==> config.mk <==
export PLATFORM = sky130hd
export DESIGN_NAME = aelf_top
export DESIGN_NICKNAME = d
export VERILOG_FILES = /design/src/shared/aelf_pkg.sv /design/src/shared/aelf_if.sv /design/src/aelf_top.sv /design/src/aelf_latch_bank.sv
export SDC_FILE = /design/constraint.sdc
export NUM_CORES = 1
export LEC_CHECK = 0
export BUFFER_PORTS_ARGS = -buffer_cell sky130_fd_sc_hd__buf_2
export CORE_MARGIN = 4
export CORE_UTILIZATION = 47
export CTS_BUF_LIST = sky130_fd_sc_hd__clkbuf_4 sky130_fd_sc_hd__clkbuf_8 sky130_fd_sc_hd__clkbuf_16
export CTS_CLUSTER_DIAMETER = 120
export DETAILED_ROUTE_END_ITERATION = 10
export PLACE_DENSITY = 0.7
export SLEW_MARGIN = 20
export SYNTH_ARGS = -nofsm -noshare
export SYNTH_HDL_FRONTEND = slang
export SYNTH_SLANG_ARGS = --single-unit
export TNS_END_PERCENT = 100
==> constraint.sdc <==
create_clock -name clock -period 4 [get_ports clock]
set_input_delay 0.8 -clock clock [delete_from_list [all_inputs] [get_ports clock]]
set_output_delay 0.8 -clock clock [all_outputs]
set_load 0.1 [all_outputs]
==> src/shared/aelf_pkg.sv <==
// Functional notes
// Clock-fault state bit sets on raw rising edge, holds until cleared, never masked.
// Data-monitor fault state bit latches rising edge, ignores enables, clears only by clear.
// State register 3 holds power and headroom events in bits 5..0, resets zero.
// Every state bit is one exactly when its raw source rose since last clear; bits outside SRC_IMPL_MASK (11, 14, 15, 22, 23) stay zero.
// Headroom begin (bit 1) and end (bit 0) latch their own rising edges.
// Flag reads one only with enable high and a rising edge since clear.
// With the interrupt output enabled, each flag zero-to-one transition raises an interrupt.
// Flag register 1 holds thermal shutdown, warning and foldback begin/end in bits 7..2.
// Flag register 1 bit 1 is memory failure, bit 0 speaker overcurrent, each enabled.
// Host must pulse a source's clear after handling it; bits never self-clear.
// One per-source clear resets both that source's state bit and flag bit.
// Raw power-up-complete is high while reporting active state with amplifier enabled.
// Clear is one cycle; a rising edge in the clear cycle leaves the latch set.
package aelf_pkg;
	localparam int NUM_SRC = 24;
	// Source index is group * 8 + bit; group 0 thermal, 1 clock/monitor, 2 power
	localparam logic [23:0] SRC_IMPL_MASK = 24'h3F37FF;
	localparam int SPK_OVC_IDX   = 0;
	localparam int OTP_FAIL_IDX  = 1;
	localparam int THERM_SD_BGN  = 7;
	localparam int DMON_IDX      = 8;
	localparam int CLK_FAULT_IDX = 9;
	localparam int HDRM_END_IDX  = 16;
	localparam int HDRM_BGN_IDX  = 17;
	localparam int PWRUP_IDX     = 21;
	localparam logic [15:0] ADDR_STATE1 = 16'h2006;
	localparam logic [15:0] ADDR_STATE2 = 16'h2007;
	localparam logic [15:0] ADDR_STATE3 = 16'h2008;
	localparam logic [15:0] ADDR_FLAG1  = 16'h200B;
	localparam logic [15:0] ADDR_FLAG2  = 16'h200C;
	localparam logic [15:0] ADDR_FLAG3  = 16'h200D;
	localparam logic [7:0]  REG_RESET   = 8'h00;
	localparam int SYNC_STAGES = 3;
endpackage : aelf_pkg

==> src/shared/aelf_if.sv <==
`timescale 1ns/10ps
`default_nettype none
interface aelf_if;
	logic [23:0] rise;
	logic [23:0] enable;
	logic [23:0] clear;
	logic [23:0] state;
	logic [23:0] flag;
	modport bank (input rise, input enable, input clear,
		output state, output flag);
	modport ctrl (output rise, output enable, output clear,
		input state, input flag);
endinterface : aelf_if
`default_nettype wire

==> src/aelf_top.sv <==
`timescale 1ns/10ps
`default_nettype none
module aelf_top (
	input  wire logic        clock,
	input  wire logic        reset,
	input  wire logic [7:0]  thermal_fault_live,
	input  wire logic [7:0]  clock_monitor_live,
	input  wire logic [7:0]  power_event_live,
	input  wire logic [23:0] source_enable,
	input  wire logic [23:0] source_clear,
	input  wire logic        irq_enable,
	input  wire logic        reg_read,
	input  wire logic [15:0] reg_addr,
	output logic      [7:0]  reg_rdata,
	output logic             reg_rvalid,
	output logic             irq
);
	import aelf_pkg::*;

	aelf_if link ();

	logic [23:0] live_all;
	logic        power_up_complete_live;
	logic [23:0] sync1_q;
	logic [23:0] sync2_q;
	logic [23:0] sync3_q;
	logic [23:0] stable_q;
	logic [23:0] stable_d;
	logic [23:0] flag_prev_q;
	logic        irq_q;
	logic        irq_d;
	logic [7:0]  rdata_q;
	logic [7:0]  rdata_d;
	logic        rvalid_q;

	// Power-up complete is high while the amplifier reports active state
	assign power_up_complete_live = power_event_live[PWRUP_IDX - 16];
	assign live_all = {power_event_live[7:6], power_up_complete_live,
		power_event_live[4:0], clock_monitor_live, thermal_fault_live};

	// Raw sources come from analog monitors; glitches shorter than a cycle
	// are rejected because stages two and three must agree
	assign stable_d = (sync2_q & sync3_q) | (stable_q & (sync2_q | sync3_q));
	assign link.rise   = stable_d & ~stable_q & SRC_IMPL_MASK;
	assign link.enable = source_enable;
	assign link.clear  = source_clear;

	aelf_latch_bank u_bank (
		.clock (clock),
		.reset (reset),
		.bus   (link)
	);

	always_ff @(posedge clock or posedge reset) begin
		if (reset) begin
			sync1_q  <= 24'h000000;
			sync2_q  <= 24'h000000;
			sync3_q  <= 24'h000000;
			stable_q <= 24'h000000;
		end else begin
			sync1_q  <= live_all;
			sync2_q  <= sync1_q;
			sync3_q  <= sync2_q;
			stable_q <= stable_d;
		end
	end

	// One-cycle request per cycle in which any flag newly turns on
	assign irq_d = irq_enable && ((link.flag & ~flag_prev_q) != 24'h000000);

	always_ff @(posedge clock or posedge reset) begin
		if (reset) begin
			flag_prev_q <= 24'h000000;
			irq_q       <= 1'b0;
		end else begin
			flag_prev_q <= link.flag;
			irq_q       <= irq_d;
		end
	end

	wire hit_state1 = reg_addr == ADDR_STATE1;
	wire hit_state2 = reg_addr == ADDR_STATE2;
	wire hit_state3 = reg_addr == ADDR_STATE3;
	wire hit_flag1  = reg_addr == ADDR_FLAG1;
	wire hit_flag2  = reg_addr == ADDR_FLAG2;
	wire hit_flag3  = reg_addr == ADDR_FLAG3;

	// Unmapped addresses read as zero
	assign rdata_d = ({8{hit_state1}} & link.state[7:0])
		| ({8{hit_state2}} & link.state[15:8])
		| ({8{hit_state3}} & link.state[23:16])
		| ({8{hit_flag1}}  & link.flag[7:0])
		| ({8{hit_flag2}}  & link.flag[15:8])
		| ({8{hit_flag3}}  & link.flag[23:16]);

	always_ff @(posedge clock or posedge reset) begin
		if (reset) begin
			rdata_q  <= REG_RESET;
			rvalid_q <= 1'b0;
		end else begin
			rvalid_q <= reg_read;
			if (reg_read) begin
				rdata_q <= rdata_d;
			end
		end
	end

	assign reg_rdata  = rdata_q;
	assign reg_rvalid = rvalid_q;
	assign irq        = irq_q;
endmodule : aelf_top
`default_nettype wire

==> src/aelf_latch_bank.sv <==
`timescale 1ns/10ps
`default_nettype none
module aelf_latch_bank (
	input  wire logic clock,
	input  wire logic reset,
	aelf_if.bank      bus
);
	import aelf_pkg::*;

	logic [23:0] state_q;
	logic [23:0] state_d;

	genvar i;
	generate
		for (i = 0; i < NUM_SRC; i++) begin : g_src
			if (SRC_IMPL_MASK[i]) begin : g_impl
				// Set beats clear so an edge in the clear cycle survives
				assign state_d[i] = bus.rise[i]
					| (state_q[i] & ~bus.clear[i]);
			end else begin : g_none
				assign state_d[i] = 1'b0;
			end
		end
	endgenerate

	always_ff @(posedge clock or posedge reset) begin
		if (reset) begin
			state_q <= 24'h000000;
		end else begin
			state_q <= state_d;
		end
	end

	assign bus.state = state_q;
	// Flag is the latched event seen through its enable: one clear resets
	// both, and raising an enable exposes an event latched while it was low
	assign bus.flag  = state_q & bus.enable;
endmodule : aelf_latch_bank
`default_nettype wire

==> flow_summary_export.csv, run 1 <==
group,metric,value,unit
critical_path,critPathCaptureType,"primary output",
grt,grt_pass1_wl,14200,um
clock_network,clock_latency,0.52,ns
power_and_ir_drop,leakage,0.00269,uW
logic_synthesis,synthCells,317,
route,wire_per_inst,15.9,um
floorplanning,die_h,104,um
place,dpl.hpwl,5870,um
floorplanning,start_util,48.7,%
power_and_ir_drop,powerDensity,584,nW/um2
floorplanning,ios,102,
clock_network,postCtsHoldBufs,0,
critical_path,critical_path_class,"flip-flop to primary output",
logic_synthesis,netlist_area,4290,um2
critical_path,max_stage_delay,0.43,ns
logic_synthesis,muxShareOfSynthArea,0,%
logic_synthesis,post_synth_num_cell_types,31,
place,place_ws,1.52,ns
hold_path,min_path_type,"flip-flop to flip-flop",
logic_synthesis,yosys_warnings,0,
sta,setup_ws,1.89,ns
clock_network,ctsResizeCount,0,
sta,period_needed,2.11,ns
clock_network,postCtsSetupBuffers,0,
layout,n_antenna_cell,0,
logic_synthesis,synthTopCellsByArea,"dfrtp_1 72%, maj3_1 4.4%, o22ai_1 3.9%, nand2_1 3.7%, inv_1 3.4%",
sta,tightest_slew,0.677,ns
grt,grt_max_degree,125,
grt,grt_util_all_layers,17.2,%
layout,fin_nets,512,
logic_synthesis,synth_compound_area_share,9.46,%
sta,drv_slew,0,
route,dr_total_vias,2729,
power_and_ir_drop,worst_ir_drop_vdd,0.360,mV
route,via_per_inst,5.04,
sta,skew,0.0112,ns
critical_path,worst_ep_arrival_time,1.31,ns
clock_network,cts.sinks,124,
logic_synthesis,synth-xor-area-share,0,%
critical_path,cp_max_fo,2,
critical_path,crit_buf_inv,1,
sta,slew_headroom,54.8,%
route,ant_nets,0,
route,drc_errors,0,
sta,finalSetupViolCount,0,
clock_network,root_buffer,"clkbuf_8",
grt,overflow,0,
logic_synthesis,synth-seq-cells,124,
floorplanning,rows,34,
route,wirelength,8580,um
floorplanning,dieArea,10700,um2
critical_path,crit_chain,"buf_2",
grt,grt.met3_usage,5.29,%
clock_network,clk_pin_slew_worst_paths,0.06,ns
logic_synthesis,syn_avg_cell_area,13.5,um2
layout,drive_gt1_share,29.6,%
critical_path,crit_family,"buffers and inverters",
logic_synthesis,synth_top_family_by_area,"simple AND/OR/NAND/NOR gates",
clock_network,clockBufferDepth,2,
grt,grtUsageMet1,22.1,%
grt,grt_use_met2,27.6,%
sta,finalCritPeriodShare,52.8,%
critical_path,ff2ff_setup_slack,2.66,ns
floorplanning,coreArea,8810,um2
place,place_congestion,0.835,
sta,rsz0062_at_grt,"no",
flow_run,maxCapViolCount,0,
outcome,outcome,"complete, no violations",
layout,layout_commonest_cell,"dfrtp_1",
critical_path,critical_path_required,3.20,ns
grt,grt_pass1_vias,2965,
logic_synthesis,synth_top_area_share,72.4,%
sta,fmax,0.474,GHz
layout,fillerInstances,691,
grt,antenna_found_initial,0,
place,port_buffers,86,
sta,hold_viol_final,0,
grt,top_usage_layer,"met2",
logic_synthesis,syn_nets,409,
floorplanning,die_w,104,um
sta,fin_setup_tns,0,ns
route,drt_first_pass_iters,4,
clock_network,cts_made_buffers,17,
clock_network,cts_tree,"built",
layout,syn2layout_area_growth,27.9,%
route,drt_iter0_markers,161,
logic_synthesis,synth_fa_ha_area_share,4.44,%
layout,final_cell_mix,"124 x dfrtp_1, 86 x buf_2, 42 x nand2_1",
critical_path,startpoint_type,"flip-flop",
critical_path,slowest_stage,"buf_2",
logic_synthesis,synth_area_leader_cell,"dfrtp_1",
logic_synthesis,yosysSeqAreaShare,72.4,%
clock_network,htreeDepth,4,
logic_synthesis,synth_simple_gate_area_share,9.87,%
[synthesized netlist by cell type]
master	instances
nor4b_4	1
clkbuf_1	2
nor4_4	3
a21oi_1	5
nor3b_2	1
a31oi_1	2
a32oi_1	1
o221ai_1	1
nand2_1	42
inv_1	39
nand3_1	2
nor3b_4	1
o21a_1	1
nor2_1	6
a221oi_1	5
o21ai_0	8
o22ai_1	27
nor4_1	2
and2_1	2
nand2b_1	4
or4_4	1
nor2b_1	2
a21o_1	1
maj3_1	19
and4_1	1
dfrtp_1	124
nor3b_1	1
a22oi_1	10
o31ai_1	1
buf_6	1
nand4b_4	1
[report_power, final]
group	switching (uW)	internal [uW]	total, uW
Combinational	130	79.7	210
Sequential	52.7	1340	1390
Clock	572	1030	1600
Total	755	2440	3200
[kinds of logic (layout without fill, tap and decap cells)]
group	after synthesis	in the layout
flip-flops	124	124
AND/OR/NAND/NOR	70	70
AO/OA/AOI/OAI	62	62
buffers and inverters	42	158
adder cells (fa/ha/maj)	19	19
[metrics by stage]
| step | cell area, um2 | std cells | utilization [%] | total power [uW] | hold slack (ns) |
|---|---|---|---|---|---|
| floorplan | 4290 | 317 | - | 1530 | 0.331 |
| global placement | 4860 | 509 | 55.2 | 1620 | 0.332 |
| detailed placement | 4860 | 509 | 55.2 | 1630 | 0.336 |
| CTS | 5480 | 541 | 62.3 | 3240 | 0.347 |
| global route | 5480 | 541 | 62.3 | 3330 | 0.353 |
| finish | 5480 | 541 | 62.3 | 3200 | 0.345 |
[final timing paths]
kind                                           startpoint  cells after the start                            end
max                              reg_rdata[5]$_DFFE_PP0P_                      1                   reg_rdata[5]
min                                  sync1_q[4]$_DFF_PP0_                      0           sync2_q[4]$_DFF_PP0_
max reg2reg                u_bank.bus.state[19]$_DFF_PP0_                      5                  irq$_DFF_PP0_
min reg2reg                          sync1_q[4]$_DFF_PP0_                      0           sync2_q[4]$_DFF_PP0_
max in group asynchronous                           reset                      3  u_bank.bus.state[8]$_DFF_PP0_
min in group asynchronous                           reset                      3          sync1_q[20]$_DFF_PP0_
[flip-flops by register name (all words and copies together), names as in the netlist]
register and count:
stable_q 19, irq 1, flag_prev_q 19, reg_rvalid 1
sync2_q 19, sync3_q 19, u_bank.bus.state 19, reg_rdata 8
sync1_q 19
[final cells by class]
class / instances / area [um2] / share of cell area (%)
Clock inverter: 15 / 213 / 3.88
Tap cell: 108 / 135 / 2.46
Sequential cell: 124 / 3100 / 56.6
Multi-Input combinational cell: 151 / 1020 / 18.6
Clock buffer: 17 / 414 / 7.55
Timing Repair Buffer: 87 / 450 / 8.21
Inverter: 39 / 150 / 2.74
[routing by layer]
metal	part of all wire, %	vias to the layer above
li1	-	1307
met1	45	1333
met2	49	80
met3	4.9	9
met4	1.2	0
met5	0	-
No activity file was read; power rests on OpenSTA's default activity.
==> run 2, diff against run 1 <==
clock period = 1.7 ns   (was 4 ns; I/O delays follow)
==> flow_summary_export.csv, run 2 (synthesis gave the netlist of run 1 again) <==
group,metric,value,unit
critical_path,crit_chain,"buf_2",
grt,grt_util_all_layers,18.1,%
critical_path,max_stage_delay,0.44,ns
power_and_ir_drop,combPwrFrac,7.7,%
critical_path,critical_path_required,1.36,ns
power_and_ir_drop,powerDensity,1270,nW/um2
layout,fillerInstances,653,
clock_network,cts_made_buffers,17,
place,place_congestion,0.869,
layout,syn2layout_area_growth,36.9,%
layout,fin_nets,556,
critical_path,r2r-start,"u_bank.bus.state[19]$_DFF_PP0_",
grt,antenna_found_initial,0,
critical_path,critical_path_class,"flip-flop to primary output",
grt,grt_max_degree,99,
clock_network,clockBufferDepth,2,
place,dpl.hpwl,6110,um
route,dr_total_vias,2926,
clock_network,cts_tree,"built",
critical_path,worst_ep_arrival_time,1.32,ns
sta,fmax,0.604,GHz
sta,skew,0.00639,ns
critical_path,slowest_stage,"buf_2",
layout,final_cell_mix,"124 x dfrtp_1, 85 x buf_2, 42 x nand2_1",
floorplanning,dieArea,10700,um2
critical_path,r2r_cells,5,
grt,grt_pass1_vias,3114,
route,wirelength,9080,um
critical_path,startpoint_type,"flip-flop",
sta,slew_headroom,66.0,%
critical_path,crit_end,"reg_rdata[4]",
floorplanning,coreArea,8810,um2
floorplanning,ios,102,
route,ant_nets,0,
layout,layout_commonest_cell,"dfrtp_1",
sta,tightest_slew,0.511,ns
clock_network,clock_latency,0.51,ns
route,via_per_inst,5.00,
sta,hold_viol_final,0,
outcome,outcome,"complete, no violations",
sta,finalSetupViolCount,0,
power_and_ir_drop,swShare,23.4,%
power_and_ir_drop,pwr-share-seq,44.0,%
floorplanning,die_w,104,um
grt,grt_pass1_wl,15100,um
power_and_ir_drop,p_switching,1740,uW
critical_path,critPathCaptureType,"primary output",
clock_network,root_buffer,"clkbuf_8",
sta,fin_setup_tns,0,ns
sta,rsz0062_at_grt,"no",
place,port_buffers,86,
clock_network,htreeDepth,4,
sta,period_needed,1.66,ns
power_and_ir_drop,worst_ir_drop_vdd,0.805,mV
floorplanning,rows,34,
sta,drv_slew,0,
critical_path,crit_buf_inv,1,
floorplanning,start_util,48.7,%
flow_run,maxCapViolCount,0,
floorplanning,die_h,104,um
critical_path,path_depth,1,
power_and_ir_drop,power.total,7440,uW
grt,overflow,0,
layout,drive_gt1_share,29.4,%
power_and_ir_drop,intPower,5700,uW
hold_path,min_path_type,"input pin to flip-flop",
route,drt_first_pass_iters,4,
clock_network,cts.sinks,124,
power_and_ir_drop,clkPwrFrac,48.3,%
route,drc_errors,0,
route,wire_per_inst,15.5,um
critical_path,ff2ff_setup_slack,0.30,ns
critical_path,cp_max_fo,2,
power_and_ir_drop,leakage,0.00287,uW
route,drt_iter0_markers,224,
clock_network,clk_pin_slew_worst_paths,0.06,ns
critical_path,crit_family,"buffers and inverters",
critical_path,r2r-end,"irq$_DFF_PP0_",
critical_path,cp-startpoint,"reg_rdata[4]$_DFFE_PP0P_",
hold_path,min_path_cells,2,
sta,finalCritPeriodShare,97.5,%
layout,n_antenna_cell,0,
[run 2: final cells by class]
class	instances	area, um2	area share (%)
flip-flops and latches	124	3100	52.9
multi-input cells	151	1020	17.4
repair buffers	131	863	14.7
clock buffers	20	437	7.44
clock inverters	12	163	2.77
inverters	39	150	2.56
well taps	108	135	2.30
[run 2: metal layers]
layer / vias up / global-route usage [%] / wire (um)
met5: - / 0 / 0
met1: 1412 / 23.0 / 3870
met3: 15 / 5.47 / 617
li1: 1390 / - / -
met2: 109 / 29.3 / 4430
met4: 0 / 7.03 / 160
[run 2: how the worst min path moves through the flow]
stage                                startpoint                        endpoint  slack [ns]
after floorplan            sync1_q[0]$_DFF_PP0_            sync2_q[0]$_DFF_PP0_        0.33
after global placement     sync1_q[9]$_DFF_PP0_            sync2_q[9]$_DFF_PP0_        0.33
after detailed placement  sync1_q[20]$_DFF_PP0_           sync2_q[20]$_DFF_PP0_        0.33
after CTS                      source_clear[12]  u_bank.bus.state[12]$_DFF_PP0_       0.001
after global routing           source_clear[16]  u_bank.bus.state[16]$_DFF_PP0_       0.009
final                          source_clear[12]  u_bank.bus.state[12]$_DFF_PP0_        0.02
[run 2: repair_timing]
item,4_1_cts,5_1_grt
gates resized for setup,0,1
endpoints found under the setup margin,0,1
buffers inserted,0,0
hold endpoints to repair,87,1
hold buffers,31,1
[run 2: through the flow]
step                instance area, um2  hold slack (ns)  worst slack (ns)  util [%]  instances
detailed placement                4950            0.335            -0.174      56.2        521
CTS                               5860          0.00101            0.0239      66.5        584
global placement                  4950            0.333           -0.0650      56.2        521
floorplan                         4290            0.331            -0.165         -        317
global route                      5870          0.00937            0.0143      66.7        585
finish                            5870           0.0214            0.0430      66.7        585
[run 2: power by group through the flow]
| stage | Clock, uW | Combinational [uW] | Sequential (uW) |
|---|---|---|---|
| after global routing | 3820 | 630 | 3300 |
| after floorplan | 0 | 233 | 3380 |
| after detailed placement | 0 | 517 | 3320 |
| after global placement | 0 | 503 | 3310 |
| final | 3600 | 571 | 3270 |
| after CTS | 3670 | 574 | 3280 |
==> run 3, diff against run 2 <==
CORE_UTILIZATION = 52   (was 47)
PLACE_DENSITY = 0.74   (was 0.7)
clock period = 1.72 ns   (was 1.7 ns; I/O delays follow)
==> flow_summary_export.csv, run 3 (synthesis gave the netlist of run 1 again) <==
group,metric,value,unit
outcome,outcome,"finished, violations left",
outcome,failed_checks,"hold timing",
power_and_ir_drop,combPwrFrac,7.6,%
clock_network,clk_pin_slew_worst_paths,0.06,ns
floorplanning,rows,32,
route,wirelength,9150,um
sta,finalSetupViolCount,0,
power_and_ir_drop,powerDensity,1250,nW/um2
hold_path,min_path_type,"input pin to async pin",
layout,postLayoutCoreUtil,73.8,%
sta,fin_hold_ws,-0.00356,ns
critical_path,critical_path_required,1.38,ns
clock_network,postCtsSetupBuffers,0,
layout,syn2layout_area_growth,35.8,%
critical_path,cp_max_fo,2,
sta,period_needed,1.67,ns
critical_path,critical_path_class,"flip-flop to primary output",
sta,drv_slew,0,
floorplanning,start_util,54.3,%
clock_network,root_buffer,"clkbuf_8",
power_and_ir_drop,power.total,7300,uW
floorplanning,coreArea,7890,um2
sta,tightest_slew,0.640,ns
clock_network,cts_made_buffers,17,
layout,post_layout_nonfiller_instances,574,
power_and_ir_drop,pwr-share-seq,44.4,%
power_and_ir_drop,leakage,0.00285,uW
critical_path,crit_chain,"buf_2",
critical_path,path_depth,1,
route,drt_iter0_markers,115,
grt,grt_max_degree,125,
grt,grt_pass1_wl,15400,um
route,ant_nets,0,
grt,overflow,0,
critical_path,crit_buf_inv,1,
clock_network,cts_tree,"built",
critical_path,startpoint_type,"flip-flop",
grt,grt_pass1_vias,3283,
grt,antenna_found_initial,0,
critical_path,slowest_stage,"buf_2",
route,wire_per_inst,15.9,um
critical_path,r2r_cells,6,
flow_run,maxCapViolCount,0,
power_and_ir_drop,worst_ir_drop_vdd,0.773,mV
layout,drive_gt1_share,29.2,%
sta,fmax,0.598,GHz
place,port_buffers,86,
place,postPlaceCellArea,4940,um2
clock_network,cts.sinks,124,
sta,finalCritPeriodShare,97.2,%
clock_network,ctsResizeCount,0,
sta,rsz0062_at_grt,"no",
floorplanning,die_h,98.8,um
power_and_ir_drop,intPower,5630,uW
floorplanning,ios,102,
floorplanning,die_w,98.8,um
clock_network,htreeDepth,4,
layout,final_cell_mix,"124 x dfrtp_1, 86 x buf_2, 42 x nand2_1",
route,drc_errors,0,
route,dr_total_vias,2923,
place,dpl.hpwl,5870,um
layout,n_antenna_cell,0,
critical_path,crit_family,"buffers and inverters",
place,place_congestion,0.839,
power_and_ir_drop,p_switching,1660,uW
sta,hold_viol_final,2,
place,placed_cells,515,
sta,skew,0.00730,ns
power_and_ir_drop,clkPwrFrac,48.1,%
layout,fin_nets,553,
critical_path,critPathCaptureType,"primary output",
critical_path,max_stage_delay,0.44,ns
layout,stdcell_area,5820,um2
route,via_per_inst,5.09,
power_and_ir_drop,swShare,22.8,%
clock_network,postCtsHoldBufs,28,
sta,slew_headroom,57.3,%
clock_network,clockBufferDepth,2,
clock_network,clock_latency,0.51,ns
route,drt_first_pass_iters,4,
grt,grt_util_all_layers,20.7,%
critical_path,worst_ep_arrival_time,1.33,ns
floorplanning,dieArea,9760,um2
layout,layout_commonest_cell,"dfrtp_1",
-- run 3: changes by cell type in the layout (fill, tap and decap cells not counted), sizes merged --
cell,previous run,this run
buf,98,99
clkbuf,21,20
clkinv,3,4
inv,42,39
dlygate4sd3,32,29
-- run 3: cell type report --
class	count	area (um2)
inverter	39	150
sequential	124	3100
clock buffer	20	449
tap	102	128
multi-input combinational	151	1020
fill	511	2070
timing repair buffer	128	831
clock inverter	10	141
-- run 3: final timing paths --
check                                                from                             to  slack, ns
min in group clock                        source_clear[6]  u_bank.bus.state[6]$_DFF_PP0_       0.02
max                              reg_rdata[5]$_DFFE_PP0P_                   reg_rdata[5]       0.05
max in group asynchronous                           reset      flag_prev_q[10]$_DFF_PP0_       1.23
min                                                 reset           sync3_q[1]$_DFF_PP0_     -0.004
min reg2reg                          sync1_q[6]$_DFF_PP0_           sync2_q[6]$_DFF_PP0_       0.34
max reg2reg                u_bank.bus.state[21]$_DFF_PP0_       reg_rdata[5]$_DFFE_PP0P_       0.32
-- run 3: layer usage --
metal  wire length (um)  up-vias  GRT usage [%]
met4                151        0           9.87
met2               4520      124           32.6
li1                   -     1382              -
met1               3720     1405           26.3
met5                  0        -              0
met3                752       12           6.16
-- run 3: stage by stage --
stage | setup TNS, ns | worst slack, ns | hold WS, ns
final | 0 | 0.0480 | -0.00356
after global routing | 0 | 0.00464 | 0.00298
after CTS | 0 | 0.0393 | 0.000263
after detailed placement | -0.708 | -0.164 | 0.335
after global placement | -0.305 | -0.0699 | 0.331
after floorplan | -18.51 | -0.149 | 0.331
-- run 3: power by group through the flow --
stage          clock [uW]  combinational [uW]  sequential [uW]
2_1_floorplan           0                 230             3340
3_3_place_gp            0                 485             3280
3_5_place_dp            0                 499             3290
4_1_cts              3570                 555             3240
5_1_grt              3710                 611             3260
6_report             3510                 551             3240
